==> src/design/fws_pkg.sv <==
package fws_pkg;
  // data line bit positions
  localparam int FWS_BIT_POLL = 7;
  localparam int FWS_BIT_TOG1 = 6;
  localparam int FWS_BIT_FAIL = 5;
  localparam int FWS_BIT_WIN = 3;
  localparam int FWS_BIT_TOG2 = 2;
  // bus timing in clock cycles (50 ns each)
  localparam int FWS_READ_CYC = 2;
  localparam int FWS_WRITE_CYC = 2;
  // flash reset command (single bus write of F0)
  localparam logic [7:0] FWS_RESET_CMD = 8'hF0;
  // outcome codes
  localparam logic [1:0] FWS_RES_NONE = 2'h0;
  localparam logic [1:0] FWS_RES_DONE = 2'h1;
  localparam logic [1:0] FWS_RES_FAIL = 2'h2;
  localparam logic [1:0] FWS_RES_WIN_LATE = 2'h3;
endpackage : fws_pkg

==> src/design/fws_bus_if.sv <==
`timescale 1ns/10ps
`default_nettype none
// one flash bus cycle between poller and bus engine
interface fws_bus_if #(parameter int AW = 22);
  logic req;
  logic wr;
  logic [AW-1:0] addr;
  logic [7:0] wdata;
  logic done;
  logic [7:0] rdata;
  modport master (output req, output wr, output addr, output wdata, input done, input rdata);
  modport slave (input req, input wr, input addr, input wdata, output done, output rdata);
endinterface : fws_bus_if
`default_nettype wire

==> src/design/fws_bus_cycle.sv <==
`timescale 1ns/10ps
`default_nettype none
// executes one read or write cycle on the flash pins
module fws_bus_cycle
  import fws_pkg::*;
#(
  parameter int AW = 22
) (
  // clock and reset
  input wire logic ref_clk,
  input wire logic resetn,
  // request side
  fws_bus_if.slave bus,
  // flash pins
  output logic [AW-1:0] fl_addr,
  output logic fl_ce_n,
  output logic fl_oe_n,
  output logic fl_we_n,
  input wire logic [7:0] data_lines_in,
  output logic [7:0] data_lines_out,
  output logic data_lines_oe
);
  import fws_pkg::*;

  // the address must fit the pins and the strobe counts the 4-bit counter
  if (AW < 1 || AW > 32 || FWS_READ_CYC > 15 || FWS_WRITE_CYC > 15) begin : g_param_check
    $error("bus cycle parameters out of range");
  end

  typedef struct packed {
    logic busy;
    logic wr;
    logic [3:0] cnt;
    logic done;
    logic [7:0] rdata;
    logic [AW-1:0] addr;
    logic [7:0] wdata;
    logic ce_n;
    logic oe_n;
    logic we_n;
    logic drv;
  } fws_cyc_type;

  fws_cyc_type s_q, s_d;

  // hold strobes for a fixed number of cycles, then sample and release
  always_comb begin
    s_d = s_q;
    s_d.done = 1'b0;
    if (!s_q.busy) begin
      if (bus.req) begin
        s_d.busy = 1'b1;
        s_d.wr = bus.wr;
        s_d.addr = bus.addr;
        s_d.wdata = bus.wdata;
        s_d.cnt = bus.wr ? 4'(FWS_WRITE_CYC) : 4'(FWS_READ_CYC);
        s_d.ce_n = 1'b0;
        s_d.oe_n = bus.wr;
        s_d.we_n = ~bus.wr;
        s_d.drv = bus.wr;
      end
    end else if (s_q.cnt != 4'h0) begin
      s_d.cnt = s_q.cnt - 4'h1;
    end else begin
      // the byte is taken while oe_n is still low, then all strobes rise together
      s_d.busy = 1'b0;
      s_d.done = 1'b1;
      s_d.rdata = data_lines_in;
      s_d.ce_n = 1'b1;
      s_d.oe_n = 1'b1;
      s_d.we_n = 1'b1;
      s_d.drv = 1'b0;
    end
  end

  always_ff @(posedge ref_clk or negedge resetn) begin
    if (!resetn) begin
      s_q <= '{ce_n: 1'b1, oe_n: 1'b1, we_n: 1'b1, default: '0};
    end else begin
      s_q <= s_d;
    end
  end

  assign bus.done = s_q.done;
  assign bus.rdata = s_q.rdata;
  assign fl_addr = s_q.addr;
  // pins come straight from flops so no decode glitch reaches the flash strobes
  assign fl_ce_n = s_q.ce_n;
  assign fl_oe_n = s_q.oe_n;
  assign fl_we_n = s_q.we_n;
  assign data_lines_out = s_q.wdata;
  assign data_lines_oe = s_q.drv;

  // every request is answered within 8 cycles of being accepted
  AST_CYCLE_ENDS: assert property (@(posedge ref_clk) disable iff (!resetn)
    bus.req && !s_q.busy |-> ##[1:8] s_q.done) else $error("bus cycle never ended");
endmodule : fws_bus_cycle
`default_nettype wire

==> src/design/fws_status_poller.sv <==
`timescale 1ns/10ps
`default_nettype none
// How it works
// - start polling with two back-to-back full reads
// - toggling with fail flag: recheck, then reset
// - resumed polling restarts from first double read
// - after any fail, write reset command
// - fast sector commands need no window check
// - check window flag before and after commands
// - poll at program address or erasing sector
module fws_status_poller
  import fws_pkg::*;
#(
  parameter int AW = 22
) (
  // clock and reset
  input wire logic ref_clk,
  input wire logic resetn,
  // user orders
  input wire logic start,
  input wire logic abandon,
  input wire logic win_check,
  input wire logic [AW-1:0] poll_addr,
  // user answers
  output logic busy,
  output logic result_valid,
  output logic [1:0] result_code,
  output logic win_flag,
  output logic [7:0] last_data,
  output logic ready_seen,
  // flash pins
  output logic [AW-1:0] fl_addr,
  output logic fl_ce_n,
  output logic fl_oe_n,
  output logic fl_we_n,
  input wire logic [7:0] data_lines_in,
  output logic [7:0] data_lines_out,
  output logic data_lines_oe,
  input wire logic ready_busy_n
);
  import fws_pkg::*;

  // the address must fit the pins
  if (AW < 1 || AW > 32) begin : g_aw_check
    $error("AW out of range");
  end

  typedef enum logic [6:0] {
    ST_IDLE = 7'b0000001,
    ST_RD1 = 7'b0000010,
    ST_RD2 = 7'b0000100,
    ST_RD3 = 7'b0001000,
    ST_RD4 = 7'b0010000,
    ST_RST = 7'b0100000,
    ST_WIN = 7'b1000000
  } fws_state_type;

  typedef struct packed {
    fws_state_type st;
    logic req;
    logic wr;
    logic fail_seen;
    logic [7:0] first;
    logic quit;
    logic busy;
    logic rv;
    logic [1:0] code;
    logic win;
    logic [7:0] last;
    logic rdy;
  } fws_poll_type;

  fws_poll_type s_q, s_d;
  fws_bus_if #(.AW(AW)) bus ();
  logic tog;

  fws_bus_cycle #(.AW(AW)) u_cyc (
    .ref_clk(ref_clk),
    .resetn(resetn),
    .bus(bus.slave),
    .fl_addr(fl_addr),
    .fl_ce_n(fl_ce_n),
    .fl_oe_n(fl_oe_n),
    .fl_we_n(fl_we_n),
    .data_lines_in(data_lines_in),
    .data_lines_out(data_lines_out),
    .data_lines_oe(data_lines_oe)
  );

  // reads go to the user address, valid for program or erase sector
  assign bus.req = s_q.req;
  assign bus.wr = s_q.wr;
  assign bus.addr = poll_addr;
  assign bus.wdata = FWS_RESET_CMD;
  // toggle one differs between the two reads
  assign tog = s_q.first[FWS_BIT_TOG1] ^ bus.rdata[FWS_BIT_TOG1];

  // polling sequencer
  always_comb begin
    s_d = s_q;
    s_d.req = 1'b0;
    s_d.rv = 1'b0;
    s_d.rdy = ready_busy_n; // device releases high when idle or suspended
    if ((abandon || s_q.quit) && s_q.st != ST_IDLE && s_q.st != ST_RST) begin
      // the read on the pins is let finish so the engine is free for the next start;
      // history is dropped and the next start redoes the double read
      s_d.quit = 1'b1;
      if (bus.done) begin
        s_d.st = ST_IDLE;
        s_d.busy = 1'b0;
        s_d.quit = 1'b0;
      end
    end else begin
      case (s_q.st)
        ST_IDLE: begin
          if (start) begin
            s_d.st = ST_RD1; // always begin at first read
            s_d.req = 1'b1;
            s_d.wr = 1'b0;
            s_d.busy = 1'b1;
            s_d.fail_seen = 1'b0;
          end else if (win_check) begin
            // optional window read; fast sector commands skip it
            s_d.st = ST_WIN;
            s_d.req = 1'b1;
            s_d.wr = 1'b0;
            s_d.busy = 1'b1;
          end
        end
        ST_RD1: begin
          if (bus.done) begin
            s_d.first = bus.rdata;
            s_d.st = ST_RD2;
            s_d.req = 1'b1; // second read straight after
          end
        end
        ST_RD3: begin
          if (bus.done) begin
            // first read of a fresh pair; a lone re-read could compare status with array
            s_d.first = bus.rdata;
            s_d.st = ST_RD4;
            s_d.req = 1'b1;
          end
        end
        ST_RD2, ST_RD4: begin
          if (bus.done) begin
            s_d.last = bus.rdata;
            if (!tog) begin
              // stopped toggling: finished, following reads are array
              s_d.st = ST_IDLE;
              s_d.busy = 1'b0;
              s_d.rv = 1'b1;
              s_d.code = FWS_RES_DONE;
            end else if (s_q.st == ST_RD4 && s_q.fail_seen) begin
              // still toggling after fail flag: write reset
              s_d.st = ST_RST;
              s_d.req = 1'b1;
              s_d.wr = 1'b1;
            end else begin
              s_d.fail_seen = bus.rdata[FWS_BIT_FAIL];
              s_d.st = ST_RD3; // still toggling: judge again from a new pair
              s_d.req = 1'b1;
            end
          end
        end
        ST_RST: begin
          if (bus.done) begin
            s_d.st = ST_IDLE;
            s_d.busy = 1'b0;
            s_d.rv = 1'b1;
            s_d.code = FWS_RES_FAIL;
            s_d.wr = 1'b0;
          end
        end
        ST_WIN: begin
          if (bus.done) begin
            // high means erase began and new sectors are refused
            s_d.win = bus.rdata[FWS_BIT_WIN];
            s_d.last = bus.rdata;
            s_d.st = ST_IDLE;
            s_d.busy = 1'b0;
            s_d.rv = 1'b1;
            s_d.code = bus.rdata[FWS_BIT_WIN] ? FWS_RES_WIN_LATE : FWS_RES_NONE;
          end
        end
        default: begin
          s_d.st = ST_IDLE;
          s_d.busy = 1'b0;
        end
      endcase
    end
  end

  // state register; reset leaves no result and the pins idle
  always_ff @(posedge ref_clk or negedge resetn) begin
    if (!resetn) begin
      s_q <= '{st: ST_IDLE, code: FWS_RES_NONE, default: '0};
    end else begin
      s_q <= s_d;
    end
  end

  assign busy = s_q.busy;
  assign result_valid = s_q.rv;
  assign result_code = s_q.code;
  assign win_flag = s_q.win;
  assign last_data = s_q.last;
  assign ready_seen = s_q.rdy;

  // ---------------------------------------------------------------
  // checks
  // ---------------------------------------------------------------
  AST_DOUBLE_READ: assert property (@(posedge ref_clk) disable iff (!resetn)
    s_q.st == ST_IDLE && start && !abandon |=> s_q.st == ST_RD1 && s_q.req)
    else $error("polling did not begin with a read");
  AST_DONE_ON_STILL: assert property (@(posedge ref_clk) disable iff (!resetn)
    s_q.st == ST_RD2 && bus.done && !tog && !abandon && !s_q.quit
      |=> result_valid && result_code == FWS_RES_DONE)
    else $error("steady toggle not reported done");
  AST_FAIL_RESET: assert property (@(posedge ref_clk) disable iff (!resetn)
    s_q.st == ST_RD4 && s_q.fail_seen && bus.done && tog && !abandon && !s_q.quit
      |=> s_q.st == ST_RST && s_q.wr)
    else $error("failure did not issue reset");
  AST_RESET_WRITE: assert property (@(posedge ref_clk) disable iff (!resetn)
    s_q.st == ST_RST && bus.done |=> result_code == FWS_RES_FAIL)
    else $error("reset write not reported as fail");
  AST_ABANDON: assert property (@(posedge ref_clk) disable iff (!resetn)
    abandon && s_q.st inside {ST_RD1, ST_RD2, ST_RD3, ST_RD4}
      |-> ##[1:6] s_q.st == ST_IDLE)
    else $error("abandon did not restart");
  AST_WIN_FLAG: assert property (@(posedge ref_clk) disable iff (!resetn)
    s_q.st == ST_WIN && bus.done |=> win_flag == $past(bus.rdata[FWS_BIT_WIN]))
    else $error("window flag not captured");
  AST_RDY_FOLLOW: assert property (@(posedge ref_clk) disable iff (!resetn)
    1'b1 |=> ready_seen == $past(ready_busy_n))
    else $error("ready/busy not followed");
  AST_NO_WRITE_POLL: assert property (@(posedge ref_clk) disable iff (!resetn)
    s_q.st inside {ST_RD1, ST_RD2, ST_RD3, ST_RD4} |-> fl_we_n && !data_lines_oe)
    else $error("write during poll");
  COV_DONE: cover property (@(posedge ref_clk) result_valid && result_code == FWS_RES_DONE);
  COV_FAIL: cover property (@(posedge ref_clk) result_valid && result_code == FWS_RES_FAIL);
  COV_WIN: cover property (@(posedge ref_clk) result_valid && result_code == FWS_RES_WIN_LATE);
  COV_ABANDON: cover property (@(posedge ref_clk) s_q.quit && bus.done);
endmodule : fws_status_poller
`default_nettype wire

==> config.mk <==
export PLATFORM = sky130hd
export DESIGN_NAME = fws_status_poller
export DESIGN_NICKNAME = d
export VERILOG_FILES = /design/src/design/fws_pkg.sv /design/src/design/fws_bus_if.sv /design/src/design/fws_bus_cycle.sv /design/src/design/fws_status_poller.sv
export SDC_FILE = /design/constraint.sdc
export NUM_CORES = 1
export LEC_CHECK = 0
export ABC_AREA = 1
export BUFFER_PORTS_ARGS = -buffer_cell sky130_fd_sc_hd__clkbuf_2
export CAP_MARGIN = 20
export CORE_MARGIN = 5
export CORE_UTILIZATION = 50
export DETAILED_ROUTE_END_ITERATION = 7
export PLACE_DENSITY = 0.8
export SYNTH_ARGS = -nofsm -noshare
export SYNTH_HDL_FRONTEND = slang
export SYNTH_SLANG_ARGS = --single-unit
==> constraint.sdc <==
create_clock -name ref_clk -period 2.11 [get_ports ref_clk]
set_input_delay 0.633 -clock ref_clk [delete_from_list [all_inputs] [get_ports ref_clk]]
set_output_delay 0.633 -clock ref_clk [all_outputs]
set_load 0.01 [all_outputs]
==> results.txt <==
----------------------------------------------------
[Status]
  Run status ... completed

[STA]
  Worst slew margin relative to its limit ... 64.7%
  Worst-case hold slack ... 0.283 ns
  Final number of hold-violating endpoints ... 0
  Worst-case clock skew ... 0.0145 ns
  Final setup violation count ... 0
  Part of the cycle the worst path needs ... 85.5%
  Number of pins exceeding their max-slew limit in the final report ... 0
  Fmax ... 0.554 GHz
  Final min period ... 1.80 ns
  Unrepaired setup endpoints after global routing ... false
  Slew @ Worst Pin ... 0.528 ns
  Post-route setup TNS ... 0 ns

[Clocking]
  H-tree level count ... 3
  Clock root buffer ... clkbuf_8
  Clock tree buffer depth ... 2
  Setup bufs post-CTS ... 0
  CTS hold repair buffers ... 0
  CTS tree ... done
  PostCTS Resize Cnt ... 0
  Insertion delay to the later sink of the worst-skew pair ... 0.34 ns
  Number of clock buffers inserted by TritonCTS ... 9
  Clock transition at the registers of the reported paths ... 0.08 ns
  Sink count of the clock tree ... 67

[Power]
  Power Density ... 656 nW/um^2
  Highest ir drop seen on vdd ... 0.414 mV
  Static leakage ... 0.00214 uW

[Logic synthesis]
  Prevailing post-synth register cell ... dfrtp_1
  Count of warnings emitted by yosys ... 0
  Flop and latch count out of synthesis ... 67
  Cell types with the highest counts after synthesis ... nand2_1, dfrtp_1, buf_4
  Average footprint of a synthesized cell ... 8.12 um^2
  EDFF count, synth ... 0
  Total standard cell area after synthesis ... 3480 um^2
  Mapped Cells ... 428
  FFs w/ async S/R, synth ... 100%
  Sequential area share after synthesis ... 48.4%
  Most frequent cell after synthesis ... nand2_1
  Yosys cell types ... 38
  Dominant cell type by area after synthesis ... dfrtp_1
  Fraction of synthesized cell area taken by the top area cell type ... 45.4%
  Cells taking the most area after synthesis ... dfrtp_1, nand2_1, buf_4, inv_1, dfstp_2

[Setup path]
  Critical path, cell by cell ... nor2_2 > nand2_4 > inv_4 > nand2_4 > nand3_4 > nand2_4 > inv_4 > o21ai_4 > nand2_1 > o21ai_2
  Maximum single-stage delay on the critical path ... 0.58 ns
  Cell with the largest stage delay on the worst path ... dfstp_2
  Cell family with the largest share of critical-path delay ... simple AND/OR/NAND/NOR gates
  CP dominant cell by count ... nand2_4
  Arrival time reported for the critical path endpoint ... 2.07 ns
  Data required, critical path ... 2.38 ns
  Buffers & Inverters on Critical Path ... 2
  Type of the worst setup path ... flop to flop
  Endpoint kind of the worst setup timing path ... flop
  Startpoint kind of the worst setup timing path ... flop
  Worst Path Max Fanout ... 17

[Finish]
  Fraction of final layout cells with drive strength greater than 1 ... 28.3%
  Area growth syn-to-layout ... 13.5%
  Fillcell total ... 643
  Cell Count, Final, Fillers Out ... 580
  Fin nets ... 517
  Antenna cells ... 0

[Routing]
  Post-detailed-route DRC marker count ... 0
  Drt first pass iters ... 4
  Via count ... 2758
  Iter 0 DRT Violations ... 149
  Final antenna-violating net count ... 0
  M1 WL ... 3240 um
  Total length of routed met3 wires ... 269 um
  Total wirelength of the detailed-routed design ... 7510 um
  Via-to-Cell Ratio ... 4.76
  Detail-routed net length per standard cell ... 12.9 um
  Met2 wire len ... 3870 um
  Topmost layer with routed signal wires ... met4

[Place]
  Routability cong. ... 0.899
  PortBufs ... 79
  Half-perimeter wire length after detailed placement ... 5560 um
  Instance count after placement with tap cells included ... 564

[Min path]
  Path type of the worst min-delay path ... primary input to asynchronous set/reset pin

[Floorplan]
  Row cnt ... 30
  Initial Util ... 51.2%
  Floorplan Core Area ... 6790 um^2
  Top-level port count ... 84
  Die ar. ... 8720 um^2
  Die span in y ... 93.4 um
  Die span in x ... 93.4 um

[GRT]
  Maximum number of pins on one net before global-route repair ... 68
  Number of global-route vias before repair ... 2797
  Initial antenna violation count ... 0
  Total gr overflow ... 0
  First-pass GRT wire length ... 12900 um
  Total track usage ... 18.7%

[Flow run]
  Maxcap violations ... 0

----------------------------------------------------
where the power goes:
part / total, uW / switching, uW / internal, uW
Sequential: 1290 / 3.94 / 1290
Clock: 1190 / 516 / 673
Combinational: 106 / 66.2 / 40.1
layout make-up:
cell class                      count  area, um^2  share of cell area, %
Clock buffer                        9         124                   3.14
Clock inverter                      7        98.8                   2.50
Inverter                           36         140                   3.55
Multi-Input combinational cell    279        1320                   33.5
Sequential cell                    67        1680                   42.6
Tap cell                           96         120                   3.04
Timing Repair Buffer               86         460                   11.7
final timing paths:
path	slack (ns)	cells after the start	start	end
setup / recovery	0.31	10	s_q[26]	last_data[7]
hold / removal	0.28	2	resetn	s_q[27]
setup reg to reg	0.31	10	s_q[26]	last_data[7]
hold reg to reg	0.47	2	u_cyc.bus.rdata[2]	u_cyc.bus.rdata[2]
max in group asynchronous	1.49	2	resetn	s_q[26]
min in group ref_clk	0.39	1	ready_busy_n	ready_seen
flip-flops by register name, indices dropped and copies added, names as in the netlist:
| name | flops |
|---|---|
| u_cyc.bus.rdata | 8 |
| u_cyc.fl_oe_n | 1 |
| u_cyc.fl_ce_n | 1 |
| result_valid | 1 |
| u_cyc.bus.done | 1 |
| u_cyc.fl_addr | 22 |
| bus.req | 1 |
| ready_seen | 1 |
| result_code | 2 |
| bus.wr | 1 |
| busy | 1 |
| u_cyc.data_lines_oe | 1 |
| last_data | 8 |
| win_flag | 1 |
| u_cyc.s_q | 5 |
| u_cyc.data_lines_out | 1 |
| s_q | 10 |
| u_cyc.fl_we_n | 1 |
cell usage in the layout, fill, tap and decap left out, drive strengths merged, types with 2 or more instances in the layout:
cell type	netlist	final
xnor2	2	2
bufinv	0	2
clkinv	3	5
nand2	170	170
o31ai	2	2
nand3b	3	3
dfrtp	63	63
nand3	21	21
conb	1	4
o21ai	22	22
clkbuf	5	87
a21oi	6	6
dfstp	4	4
nor2	34	34
ha	2	2
buf	44	8
inv	33	35
nor3	3	3
o22ai	3	3
cells by family after synthesis:
family	after synthesis	synth area share, %
AO/OA/AOI/OAI	37	7.09
XOR/XNOR	3	0.756
AND/OR/NAND/NOR	233	29.0
other	1	0.108
flip-flops	67	48.4
adder cells (fa/ha/maj)	2	0.720
buffers and inverters	85	13.9
routing by layer:
| metal | GRT usage [%] | up-vias |
|---|---|---|
| met4 | 8.30 | 0 |
| met3 | 3.46 | 11 |
| met5 | 0 | - |
| met1 | 23.4 | 1306 |
| met2 | 31.3 | 56 |
| li1 | - | 1385 |
worst reg2reg max path, delay by kind of cell (launching register included):
kind	cells	cell delay [ns]
AOI/OAI and AO/OA	2	0.27
DFF	1	0.58
buffers and inverters	2	0.10
and+or+nand+nor	6	0.79
stage by stage:
step	setup slack, ns	utilization, %	power (uW)	instance area (um^2)
final	0.305	58.1	2590	3950
after floorplan	0.505	-	1360	3490
after detailed placement	0.226	54.8	1430	3720
after global routing	0.158	58.1	2690	3950
after global placement	0.268	54.8	1420	3720
after CTS	0.301	58.1	2620	3950
No activity file was read; power rests on OpenSTA's default activity.
